$ cat src/pmcs_regs.svh
// Register offsets, field positions, reset values and timing for the clock switch
`ifndef PMCS_REGS_SVH
`define PMCS_REGS_SVH

`define OFS_OSC_CTRL      8'h00
`define OFS_OSC_CTRL2     8'h04
`define OFS_PWR_CFG       8'h08
`define OFS_MODE_STAT     8'h0c

`define BIT_IDLE_SELECT   7
`define BIT_PRI_ACTIVE    3
`define BIT_SEC_RUNNING   6
`define BIT_SEC_OSC_EN    0
`define BIT_DS_ARM        0

`define RST_IDLE_SELECT   1'b0
`define RST_SRC_SELECT    2'h0
`define RST_SEC_OSC_EN    1'b0
`define RST_DS_ARM        1'b0

`define SRC_PRI           2'h0
`define SRC_SEC           2'h1
`define SRC_INT           2'h3

`define CLK_MHZ           25
`define CSD_NS            200
`define SW_OLD_CYC        2
`define SW_NEW_CYC        4

`endif

$ cat src/pmcs_pkg.sv
// Types shared by the power mode and clock switch modules
package pmcs_pkg;
    typedef enum logic [2:0] {
        M_BOOT, M_RUN, M_IDLE, M_SLEEP, M_WAKE, M_CSD
    } mode_t;
    typedef enum logic [2:0] {
        S_IDLE, S_WAIT_LIVE, S_OLD, S_WAIT_HELD, S_NEW
    } sw_state_t;
endpackage

$ cat src/clk_switch_if.sv
// Request and status carrier between mode controller and switch sequencer
`timescale 1ns/1ps
interface clk_switch_if;
    logic       req;
    logic [1:0] target;
    logic       hold_early;
    logic       new_ready;
    logic       busy;
    logic       done;
    logic [1:0] src_sel;
    logic       gate_on;
    modport ctrl (output req, target, hold_early, new_ready,
                  input  busy, done, src_sel, gate_on);
    modport seq  (input  req, target, hold_early, new_ready,
                  output busy, done, src_sel, gate_on);
endinterface

$ cat src/power_mode_clock_switch.sv
// Power-managed mode controller with clock source selection and register slave
`timescale 1ns/1ps
`include "pmcs_regs.svh"
module power_mode_clock_switch
    import pmcs_pkg::*;
(
    // System
    input  wire logic        CLK_SYS,
    input  wire logic        RST_N,
    // Wishbone slave
    input  wire logic        WB_CYC_I,
    input  wire logic        WB_STB_I,
    input  wire logic        WB_WE_I,
    input  wire logic [7:0]  WB_ADR_I,
    input  wire logic [3:0]  WB_SEL_I,
    input  wire logic [31:0] WB_DAT_I,
    output logic      [31:0] WB_DAT_O,
    output logic             WB_ACK_O,
    // CPU and wake sources
    input  wire logic        SLEEP_REQ,
    input  wire logic        WAKE_IRQ,
    input  wire logic        WDT_TIMEOUT,
    // Oscillator status pins
    input  wire logic        PRI_READY,
    input  wire logic        SEC_READY,
    input  wire logic        INT_READY,
    // Configuration pins
    input  wire logic        TWO_SPEED_EN,
    input  wire logic        FAIL_SAFE_CLOCK_MONITOR_EN,
    input  wire logic        WDT_EN,
    // Oscillator controls
    output logic             PRI_OSC_EN,
    output logic             SEC_OSC_EN,
    output logic             INT_OSC_EN,
    output logic             LFRC_EN,
    // Clock gating and status
    output logic      [1:0]  SRC_SEL,
    output logic             CPU_CLK_EN,
    output logic             PERIPH_CLK_EN,
    output logic             CPU_READY,
    output logic             DEEP_SLEEP_REQ,
    output logic             PRI_ACTIVE,
    output logic             SEC_RUNNING
);
    localparam logic [3:0] CSD_CYC = 4'(((`CSD_NS * `CLK_MHZ) + 999) / 1000);

    typedef struct packed {
        logic [5:0]  sync1;
        logic [5:0]  sync2;
        mode_t       mode;
        logic [1:0]  cur_src;
        logic [1:0]  tgt_src;
        logic        via_int;
        logic        idle_select;
        logic [1:0]  src_select;
        logic        sec_osc_enable;
        logic        ds_arm;
        logic        ds_req;
        logic [3:0]  csd_cnt;
        logic        sw_req;
        logic        sw_hold;
        logic        ack;
        logic [31:0] dat;
        logic        pri_osc_en;
        logic        int_osc_en;
        logic        lfrc_en;
        logic        cpu_en;
        logic        per_en;
        logic        cpu_ready;
        logic        pri_flag;
        logic        sec_flag;
    } ctrl_t;

    ctrl_t cur_ff;
    ctrl_t nxt_c;

    clk_switch_if sw();

    clock_switch_seq u_seq (
        .clk   (CLK_SYS),
        .rst_n (RST_N),
        .sw    (sw)
    );

    // Reserved select 10 is treated as the internal block
    function automatic logic [1:0] norm_src(input logic [1:0] s);
        norm_src = (s == 2'h2) ? `SRC_INT : s;
    endfunction

    logic       pri_rdy;
    logic       sec_rdy;
    logic       int_rdy;
    logic       two_speed;
    logic       fail_safe_clock_monitor;
    logic       wdt;
    logic       wake;
    logic       sel_ok;
    logic       wb_req;
    logic [1:0] sel_src;
    logic [1:0] live_src;

    assign pri_rdy   = cur_ff.sync2[0];
    assign sec_rdy   = cur_ff.sync2[1];
    assign int_rdy   = cur_ff.sync2[2];
    assign two_speed = cur_ff.sync2[3];
    assign fail_safe_clock_monitor      = cur_ff.sync2[4];
    assign wdt       = cur_ff.sync2[5];
    assign wake      = WAKE_IRQ | WDT_TIMEOUT;
    assign sel_src   = norm_src(cur_ff.src_select);
    // Source in use, counting a switch that completes this cycle
    assign live_src  = sw.done ? sw.src_sel : cur_ff.cur_src;
    assign sel_ok    = (sel_src != `SRC_SEC) || cur_ff.sec_osc_enable;
    assign wb_req    = WB_CYC_I & WB_STB_I & ~cur_ff.ack;

    always_comb begin
        sw.req        = cur_ff.sw_req;
        sw.target     = cur_ff.tgt_src;
        sw.hold_early = cur_ff.sw_hold;
        case (cur_ff.tgt_src)
            `SRC_PRI: sw.new_ready = pri_rdy;
            `SRC_SEC: sw.new_ready = sec_rdy & cur_ff.sec_osc_enable;
            default:  sw.new_ready = int_rdy;
        endcase
    end

    always_comb begin
        nxt_c        = cur_ff;
        nxt_c.sync1  = {WDT_EN, FAIL_SAFE_CLOCK_MONITOR_EN, TWO_SPEED_EN, INT_READY, SEC_READY, PRI_READY};
        nxt_c.sync2  = cur_ff.sync1;
        nxt_c.sw_req = 1'b0;
        nxt_c.ds_req = 1'b0;

        // Register slave, one wait state
        nxt_c.ack = wb_req;
        if (wb_req) begin
            nxt_c.dat = 32'h0;
            case (WB_ADR_I)
                `OFS_OSC_CTRL: begin
                    nxt_c.dat[`BIT_IDLE_SELECT] = cur_ff.idle_select;
                    nxt_c.dat[`BIT_PRI_ACTIVE]  = cur_ff.pri_flag;
                    nxt_c.dat[1:0]              = cur_ff.src_select;
                    if (WB_WE_I && WB_SEL_I[0]) begin
                        nxt_c.idle_select = WB_DAT_I[`BIT_IDLE_SELECT];
                        nxt_c.src_select  = WB_DAT_I[1:0];
                    end
                end
                `OFS_OSC_CTRL2: begin
                    nxt_c.dat[`BIT_SEC_RUNNING] = cur_ff.sec_flag;
                    nxt_c.dat[`BIT_SEC_OSC_EN]  = cur_ff.sec_osc_enable;
                    if (WB_WE_I && WB_SEL_I[0]) begin
                        nxt_c.sec_osc_enable = WB_DAT_I[`BIT_SEC_OSC_EN];
                    end
                end
                `OFS_PWR_CFG: begin
                    nxt_c.dat[`BIT_DS_ARM] = cur_ff.ds_arm;
                    if (WB_WE_I && WB_SEL_I[0]) begin
                        nxt_c.ds_arm = WB_DAT_I[`BIT_DS_ARM];
                    end
                end
                `OFS_MODE_STAT: begin
                    nxt_c.dat[2:0] = cur_ff.mode;
                    nxt_c.dat[5:4] = cur_ff.cur_src;
                    nxt_c.dat[8]   = sw.busy;
                end
                default: nxt_c.dat = 32'h0;
            endcase
        end

        case (cur_ff.mode)
            M_BOOT: begin
                // Two-speed start runs from internal block while primary warms up;
                // the choice waits until the config pins are through the synchroniser
                nxt_c.csd_cnt = cur_ff.csd_cnt + 4'h1;
                if (cur_ff.csd_cnt == 4'h2) begin
                    nxt_c.tgt_src = two_speed ? `SRC_INT : `SRC_PRI;
                    nxt_c.sw_req  = 1'b1;
                    nxt_c.sw_hold = 1'b1;
                    nxt_c.mode    = M_WAKE;
                    nxt_c.via_int = 1'b0;
                end
            end
            M_RUN: begin
                if (SLEEP_REQ && !sw.busy) begin
                    nxt_c.ds_arm = 1'b0;
                    if (cur_ff.idle_select) begin
                        if (sel_ok) begin
                            nxt_c.mode = M_IDLE;
                            if (sel_src != live_src) begin
                                nxt_c.tgt_src = sel_src;
                                nxt_c.sw_req  = 1'b1;
                                nxt_c.sw_hold = (sel_src == `SRC_SEC);
                            end
                        end
                    end else begin
                        nxt_c.ds_req = cur_ff.ds_arm;
                        nxt_c.mode   = M_SLEEP;
                    end
                end else if (!sw.busy && !cur_ff.sw_req && sel_ok &&
                             sel_src != live_src) begin
                    nxt_c.tgt_src = sel_src;
                    nxt_c.sw_req  = 1'b1;
                    nxt_c.sw_hold = (sel_src == `SRC_SEC);
                end
            end
            M_IDLE: begin
                if (wake && !sw.busy && !cur_ff.sw_req) begin
                    nxt_c.csd_cnt = 4'h0;
                    nxt_c.mode    = M_CSD;
                end
            end
            M_SLEEP: begin
                if (wake) begin
                    nxt_c.via_int = (two_speed | fail_safe_clock_monitor) && sel_src != `SRC_INT;
                    nxt_c.tgt_src = (two_speed | fail_safe_clock_monitor) ? `SRC_INT : sel_src;
                    nxt_c.sw_req  = 1'b1;
                    nxt_c.sw_hold = 1'b1;
                    nxt_c.mode    = M_WAKE;
                end
            end
            M_WAKE: begin
                if (sw.done) begin
                    nxt_c.csd_cnt = 4'h0;
                    nxt_c.mode    = M_CSD;
                end
            end
            M_CSD: begin
                nxt_c.csd_cnt = cur_ff.csd_cnt + 4'h1;
                if (cur_ff.csd_cnt == CSD_CYC - 4'h1) begin
                    nxt_c.mode = M_RUN;
                end
            end
            default: nxt_c.mode = M_RUN;
        endcase

        if (sw.done) begin
            nxt_c.cur_src = sw.src_sel;
        end

        // Outputs follow the mode and the registered current source
        nxt_c.cpu_ready = (cur_ff.mode == M_RUN);
        nxt_c.cpu_en    = (cur_ff.mode == M_RUN) & sw.gate_on;
        nxt_c.per_en    = (cur_ff.mode == M_RUN || cur_ff.mode == M_IDLE ||
                           cur_ff.mode == M_CSD) & sw.gate_on;
        nxt_c.pri_osc_en = (cur_ff.mode != M_SLEEP) &&
                           (cur_ff.cur_src == `SRC_PRI || cur_ff.tgt_src == `SRC_PRI ||
                            cur_ff.mode == M_BOOT);
        nxt_c.int_osc_en = (cur_ff.mode != M_SLEEP) &&
                           (cur_ff.cur_src == `SRC_INT || cur_ff.tgt_src == `SRC_INT);
        nxt_c.lfrc_en    = wdt | fail_safe_clock_monitor | nxt_c.int_osc_en;
        nxt_c.pri_flag   = (cur_ff.mode == M_RUN || cur_ff.mode == M_IDLE ||
                            cur_ff.mode == M_CSD) && cur_ff.cur_src == `SRC_PRI;
        nxt_c.sec_flag   = (cur_ff.mode == M_RUN || cur_ff.mode == M_IDLE ||
                            cur_ff.mode == M_CSD) && cur_ff.cur_src == `SRC_SEC;
        if (cur_ff.mode == M_SLEEP || cur_ff.mode == M_WAKE) begin
            nxt_c.pri_flag = 1'b0;
            nxt_c.sec_flag = 1'b0;
        end
        // Interim internal run after sleep hands over to select in run
        if (cur_ff.mode == M_CSD && cur_ff.via_int) begin
            nxt_c.via_int = 1'b0;
        end
    end

    always_ff @(posedge CLK_SYS or negedge RST_N) begin
        if (!RST_N) begin
            cur_ff <= '{sync1: 6'h00, sync2: 6'h00, mode: M_BOOT,
                        cur_src: `SRC_PRI, tgt_src: `SRC_PRI, via_int: 1'b0,
                        idle_select: `RST_IDLE_SELECT, src_select: `RST_SRC_SELECT,
                        sec_osc_enable: `RST_SEC_OSC_EN, ds_arm: `RST_DS_ARM,
                        ds_req: 1'b0, csd_cnt: 4'h0, sw_req: 1'b0, sw_hold: 1'b0,
                        ack: 1'b0, dat: 32'h0, pri_osc_en: 1'b1, int_osc_en: 1'b0,
                        lfrc_en: 1'b0, cpu_en: 1'b0, per_en: 1'b0, cpu_ready: 1'b0,
                        pri_flag: 1'b0, sec_flag: 1'b0};
        end else begin
            cur_ff <= nxt_c;
        end
    end

    assign WB_DAT_O       = cur_ff.dat;
    assign WB_ACK_O       = cur_ff.ack;
    assign PRI_OSC_EN     = cur_ff.pri_osc_en;
    assign SEC_OSC_EN     = cur_ff.sec_osc_enable;
    assign INT_OSC_EN     = cur_ff.int_osc_en;
    assign LFRC_EN        = cur_ff.lfrc_en;
    assign SRC_SEL        = sw.src_sel;
    assign CPU_CLK_EN     = cur_ff.cpu_en;
    assign PERIPH_CLK_EN  = cur_ff.per_en;
    assign CPU_READY      = cur_ff.cpu_ready;
    assign DEEP_SLEEP_REQ = cur_ff.ds_req;
    assign PRI_ACTIVE     = cur_ff.pri_flag;
    assign SEC_RUNNING    = cur_ff.sec_flag;
endmodule

$ cat src/clock_switch_seq.sv
// Glitch-free clock source switch sequencer
`timescale 1ns/1ps
`include "pmcs_regs.svh"
module clock_switch_seq
    import pmcs_pkg::*;
(
    // Clock and reset
    input  wire logic   clk,
    input  wire logic   rst_n,
    // Switch request
    clk_switch_if.seq   sw
);
    typedef struct packed {
        sw_state_t  st;
        logic [2:0] cnt;
        logic [1:0] tgt;
        logic [1:0] src;
        logic       gate;
        logic       done;
    } seq_t;

    seq_t cur_ff;
    seq_t nxt_s;

    always_comb begin
        nxt_s      = cur_ff;
        nxt_s.done = 1'b0;
        case (cur_ff.st)
            S_IDLE: begin
                if (sw.req) begin
                    nxt_s.tgt = sw.target;
                    nxt_s.cnt = 3'h0;
                    nxt_s.st  = sw.hold_early ? S_OLD : S_WAIT_LIVE;
                end
            end
            S_WAIT_LIVE: begin
                if (sw.new_ready) begin
                    nxt_s.st = S_OLD;
                end
            end
            S_OLD: begin
                nxt_s.gate = 1'b0;
                nxt_s.cnt  = cur_ff.cnt + 3'h1;
                if (cur_ff.cnt == 3'(`SW_OLD_CYC - 1)) begin
                    nxt_s.src = cur_ff.tgt;
                    nxt_s.cnt = 3'h0;
                    nxt_s.st  = sw.new_ready ? S_NEW : S_WAIT_HELD;
                end
            end
            S_WAIT_HELD: begin
                if (sw.new_ready) begin
                    nxt_s.st = S_NEW;
                end
            end
            S_NEW: begin
                nxt_s.cnt = cur_ff.cnt + 3'h1;
                if (cur_ff.cnt == 3'(`SW_NEW_CYC - 1)) begin
                    nxt_s.gate = 1'b1;
                    nxt_s.done = 1'b1;
                    nxt_s.st   = S_IDLE;
                end
            end
            default: nxt_s.st = S_IDLE;
        endcase
    end

    always_ff @(posedge clk or negedge rst_n) begin
        if (!rst_n) begin
            cur_ff <= '{st: S_IDLE, cnt: 3'h0, tgt: `SRC_PRI, src: `SRC_PRI,
                        gate: 1'b0, done: 1'b0};
        end else begin
            cur_ff <= nxt_s;
        end
    end

    assign sw.busy    = (cur_ff.st != S_IDLE);
    assign sw.done    = cur_ff.done;
    assign sw.src_sel = cur_ff.src;
    assign sw.gate_on = cur_ff.gate;
endmodule

$ cat config.mk
export PLATFORM = sky130hd
export DESIGN_NAME = power_mode_clock_switch
export DESIGN_NICKNAME = d
export VERILOG_FILES = /design/src/pmcs_pkg.sv /design/src/clk_switch_if.sv /design/src/power_mode_clock_switch.sv /design/src/clock_switch_seq.sv
export VERILOG_INCLUDE_DIRS = /design/src /design/src/src
export SDC_FILE = /design/constraint.sdc
export NUM_CORES = 1
export LEC_CHECK = 0
export BUFFER_PORTS_ARGS = -buffer_cell sky130_fd_sc_hd__buf_4
export CORE_ASPECT_RATIO = 0.75
export CORE_MARGIN = 2
export CORE_UTILIZATION = 42
export CTS_CLUSTER_DIAMETER = 40
export DETAILED_ROUTE_END_ITERATION = 8
export PLACE_DENSITY_LB_ADDON = 0.08
export SYNTH_ARGS = -nofsm -noshare
export SYNTH_HDL_FRONTEND = slang
export SYNTH_HIERARCHICAL = 1
export SYNTH_SLANG_ARGS = --single-unit
$ cat constraint.sdc
create_clock -name CLK_SYS -period 2.4 [get_ports CLK_SYS]
set_input_delay 0.6 -clock CLK_SYS [delete_from_list [all_inputs] [get_ports CLK_SYS]]
set_output_delay 0.6 -clock CLK_SYS [all_outputs]
set_load 0.02 [all_outputs]
==> results.md <==
| Metric | Value | Unit |
|:---|:---|:---|
| Layout cell share with drive strength beyond 1 | 27.7 | % |
| Global Route Usage Sum | 17.1 | % |
| Total chip power | 3.81 | mW |
| Via Count | 2188 | - |
| Worst R2R Path Depth | 5 | - |
| Highest attainable clock frequency | 510 | MHz |
| Setup repair after global routing missed its margin | false | - |
| Level count of the clock H-tree | 3 | - |
| Height of the chip | 78.2 | um |
| Reported leakage power | 1.71 | nW |
| Final worst path period share | 81.6 | % |
| Remaining global-route overflow | 0 | - |
| Reg-to-reg endpoint | sw.target[0] | - |
| Antenna violations before repair | 0 | - |
| Synthesis Warnings | 6 | - |
| Synth Flop Type | dfrtp_1 | - |
| Hold WC Path Type | input pin to asynchronous set/reset pin | - |
| Drt wl/cell | 14.6 | um |
| Largest net degree at the start of global routing | 62 | - |
| Setup ws final | 441 | ps |
| Final number of setup-violating endpoints | 0 | - |
| Final number of max-transition violations | 0 | - |
| Maximum fanout along the worst path | 6 | - |
| Setup slack of the most critical reg-to-reg path | 440 | ps |
| Via-per-instance ratio | 4.97 | - |
| Initial core utilization | 42.7 | % |
| Register bit count reported by yosys | 61 | - |
| Via count of the first global-routing pass | 1997 | - |
| Worst-Skew Late Latency | 340 | ps |
| Library cell occupying the most area in the post-synthesis netlist | dfrtp_1 | - |
| Horizontal die dimension | 103 | um |
| Clock slew at reported path FFs | 70 | ps |
| Top library cells by usage in the layout, fill and taps aside | 60 x dfrtp_1, 56 x buf_4, 23 x conb_1 | - |
| Distinct cells, synth | 56 | - |
| Tmin final | 1960 | ps |
| Delay of the slowest cell on the worst path | 510 | ps |
| Area Growth Syn to Fin | 16.9 | % |
| Beginning of the worst register-to-register path | u_seq/cur_ff[9] | - |
| HPWL after DPL | 4600 | um |
| Aggregate negative setup slack | 0 | ps |
| Full die area | 8060 | um2 |
| Most common library cell in the layout ignoring fill and taps | dfrtp_1 | - |
| Setup crit end kind | flop | - |
| Standard-cell row count | 27 | - |
| CP Launch Point | u_seq/cur_ff[9] | - |
| Async SR Flop Fraction | 100 | % |
| Final wirelength | 6410 | um |
| Category of the most critical setup path | flop to flop | - |
| Setup clock skew after layout | 4.64 | ps |
| I/O pin count | 103 | - |
| Mapped Cells | 288 | - |
| Capturing instance or port of the critical path | sw.target[0] | - |
| Clock root buffer | clkbuf_8 | - |
| Run status | finished, final reports clean | - |
| Sort of element at the start of the critical path | flop | - |
| CP max-delay cell | or3_1 | - |
| Count of final hold-check violations | 0 | - |
| Slew HR | 48.0 | % |
| Average cell area after synthesis | 10.7 | um2 |
| Total of buffers placed on input and output ports | 47 | - |
| Pre-Repair DR Iteration Count | 4 | - |
| Main area contributors after synthesis | dfrtp_1 49%, buf_4 8.3%, mux2_2 2.6% | - |
| Number of remaining DRC errors | 0 | - |
| Area share of the largest cell type after synthesis | 48.6 | % |
| Iteration-0 DRC count of the detailed router | 115 | - |
| Arrival time of data at the critical path endpoint | 2190 | ps |
| Fill cell total of the finished layout | 696 | - |
| Pwr per Cell Area | 1060 | nW/um2 |
| Peak ir drop on the vdd network | 0.730 | mV |
| Pre-CTS setup slack | 191 | ps |
| TritonCTS clock tree | built | - |
| Number of maximum-capacitance constraint violations | 0 | - |
| Worst-path cell chain | or3_1 -> nor3_1 -> and2_1 -> a41oi_4 -> mux2_4 | - |
| EDFF count, synth | 0 | - |
| Slew of the pin with the lowest slew margin | 780 | ps |
| Count of hold-fix buffers inserted at cts | 0 | - |
| Final-stage net count | 398 | - |
| Sequential share of the synthesized area | 49.5 | % |
| Worst path required time | 2630 | ps |
| Final weighted congestion in routability-driven placement | 0.793 | - |
| Post-CTS setup repair buffer count | 0 | - |
| Floorplan core area | 7230 | um2 |
| CTS resizes | 0 | - |
| Post-synthesis cell area | 3090 | um2 |
| Ant diodes | 0 | - |
| Bufs on Longest Clock Path | 2 | - |
| Post-detailed-route count of antenna-violating nets | 0 | - |
| Num Clock Sinks | 61 | - |
| First-pass GRT wire length | 10400 | um |
| Number of buffers added by the clock tree synthesis step | 9 | - |
-- Yosys cell counts (all sizes together) (2+ instances only) --
cell,instances
dfrtp,60
buf,38
nand2,22
nor2,22
a21oi,12
o21ai,12
mux2,11
nor3,10
inv,9
nor2b,7
a22o,6
ha,6
nand2b,6
nand3,6
clkbuf,5
o22ai,4
or3,4
a31oi,3
mux2i,3
nand3b,3
nor3b,3
nor4,3
o31ai,3
a21o,2
a2bb2oi,2
a41oi,2
and2,2
and3,2
nand4b,2
nor4b,2
o32ai,2
-- routing by layer --
| layer | GRT usage [%] | vias to the layer above | wire length, um |
|---|---|---|---|
| li1 | - | 1055 | - |
| met1 | 25.4 | 1049 | 3180 |
| met5 | 0 | - | 0 |
| met4 | 6.32 | 0 | 101 |
| met2 | 23.6 | 77 | 2670 |
| met3 | 4.81 | 7 | 454 |
-- area by class of cell --
| class | count | area, um2 | area share (%) |
|---|---|---|---|
| sequential | 61 | 1530 | 42.3 |
| multi-input combinational | 197 | 1300 | 36.1 |
| timing repair buffer | 56 | 420 | 11.7 |
| tap | 101 | 126 | 3.50 |
| clock buffer | 9 | 124 | 3.43 |
| clock inverter | 7 | 75.1 | 2.08 |
| inverter | 9 | 33.8 | 0.936 |
-- power breakdown --
part	internal, mW	switching, mW
sequential	1.23	0.215
clock	0.482	0.432
combinational	0.629	0.816
-- flip-flops by register name (all words and copies together), names as in the netlist, 2 cells and up --
register	flops
cur_ff	25
u_seq/sw.src_sel	2
sw.target	2
WB_DAT_O	9
u_seq/cur_ff	8
-- worst max-delay path: cells and delay by family (launching register included) --
kind / cells / cell delay [ps]
AO/OA/AOI/OAI: 1 / 150
flip-flops: 1 / 380
multiplexers: 1 / 330
AND/OR/NAND/NOR: 3 / 990
-- worst min-delay path by stage --
| stage | startpoint | to | slack, ps | cells after the start |
|---|---|---|---|---|
| after global placement | cur_ff[72] | cur_ff[66] | 330 | 0 |
| after detailed placement | cur_ff[72] | cur_ff[66] | 340 | 0 |
| after global routing | SEC_READY | cur_ff[68] | 340 | 1 |
| after floorplan | RST_N | CPU_CLK_EN | 300 | 0 |
| final | RST_N | u_seq/cur_ff[8] | 330 | 1 |
| after CTS | TWO_SPEED_EN | cur_ff[70] | 340 | 1 |
-- metrics by stage --
stage	cells	cell area [um2]	utilization, %	hold WS, ps
2_1_floorplan	310	3170	-	304
3_3_place_gp	424	3410	47.2	333
3_5_place_dp	424	3410	47.2	336
4_1_cts	440	3610	49.9	340
5_1_grt	440	3610	49.9	338
6_report	440	3610	49.9	331
-- kinds of logic after synthesis --
| family | after synthesis | synth area share (%) |
|---|---|---|
| mux | 15 | 6.20 |
| other cells | 1 | 0.121 |
| compound gates | 55 | 12.6 |
| simple gates | 98 | 18.2 |
| fa+ha+maj | 6 | 2.43 |
| buf+inv | 52 | 11.0 |
| flops | 61 | 49.5 |
Power figures use the tool's default switching activity.
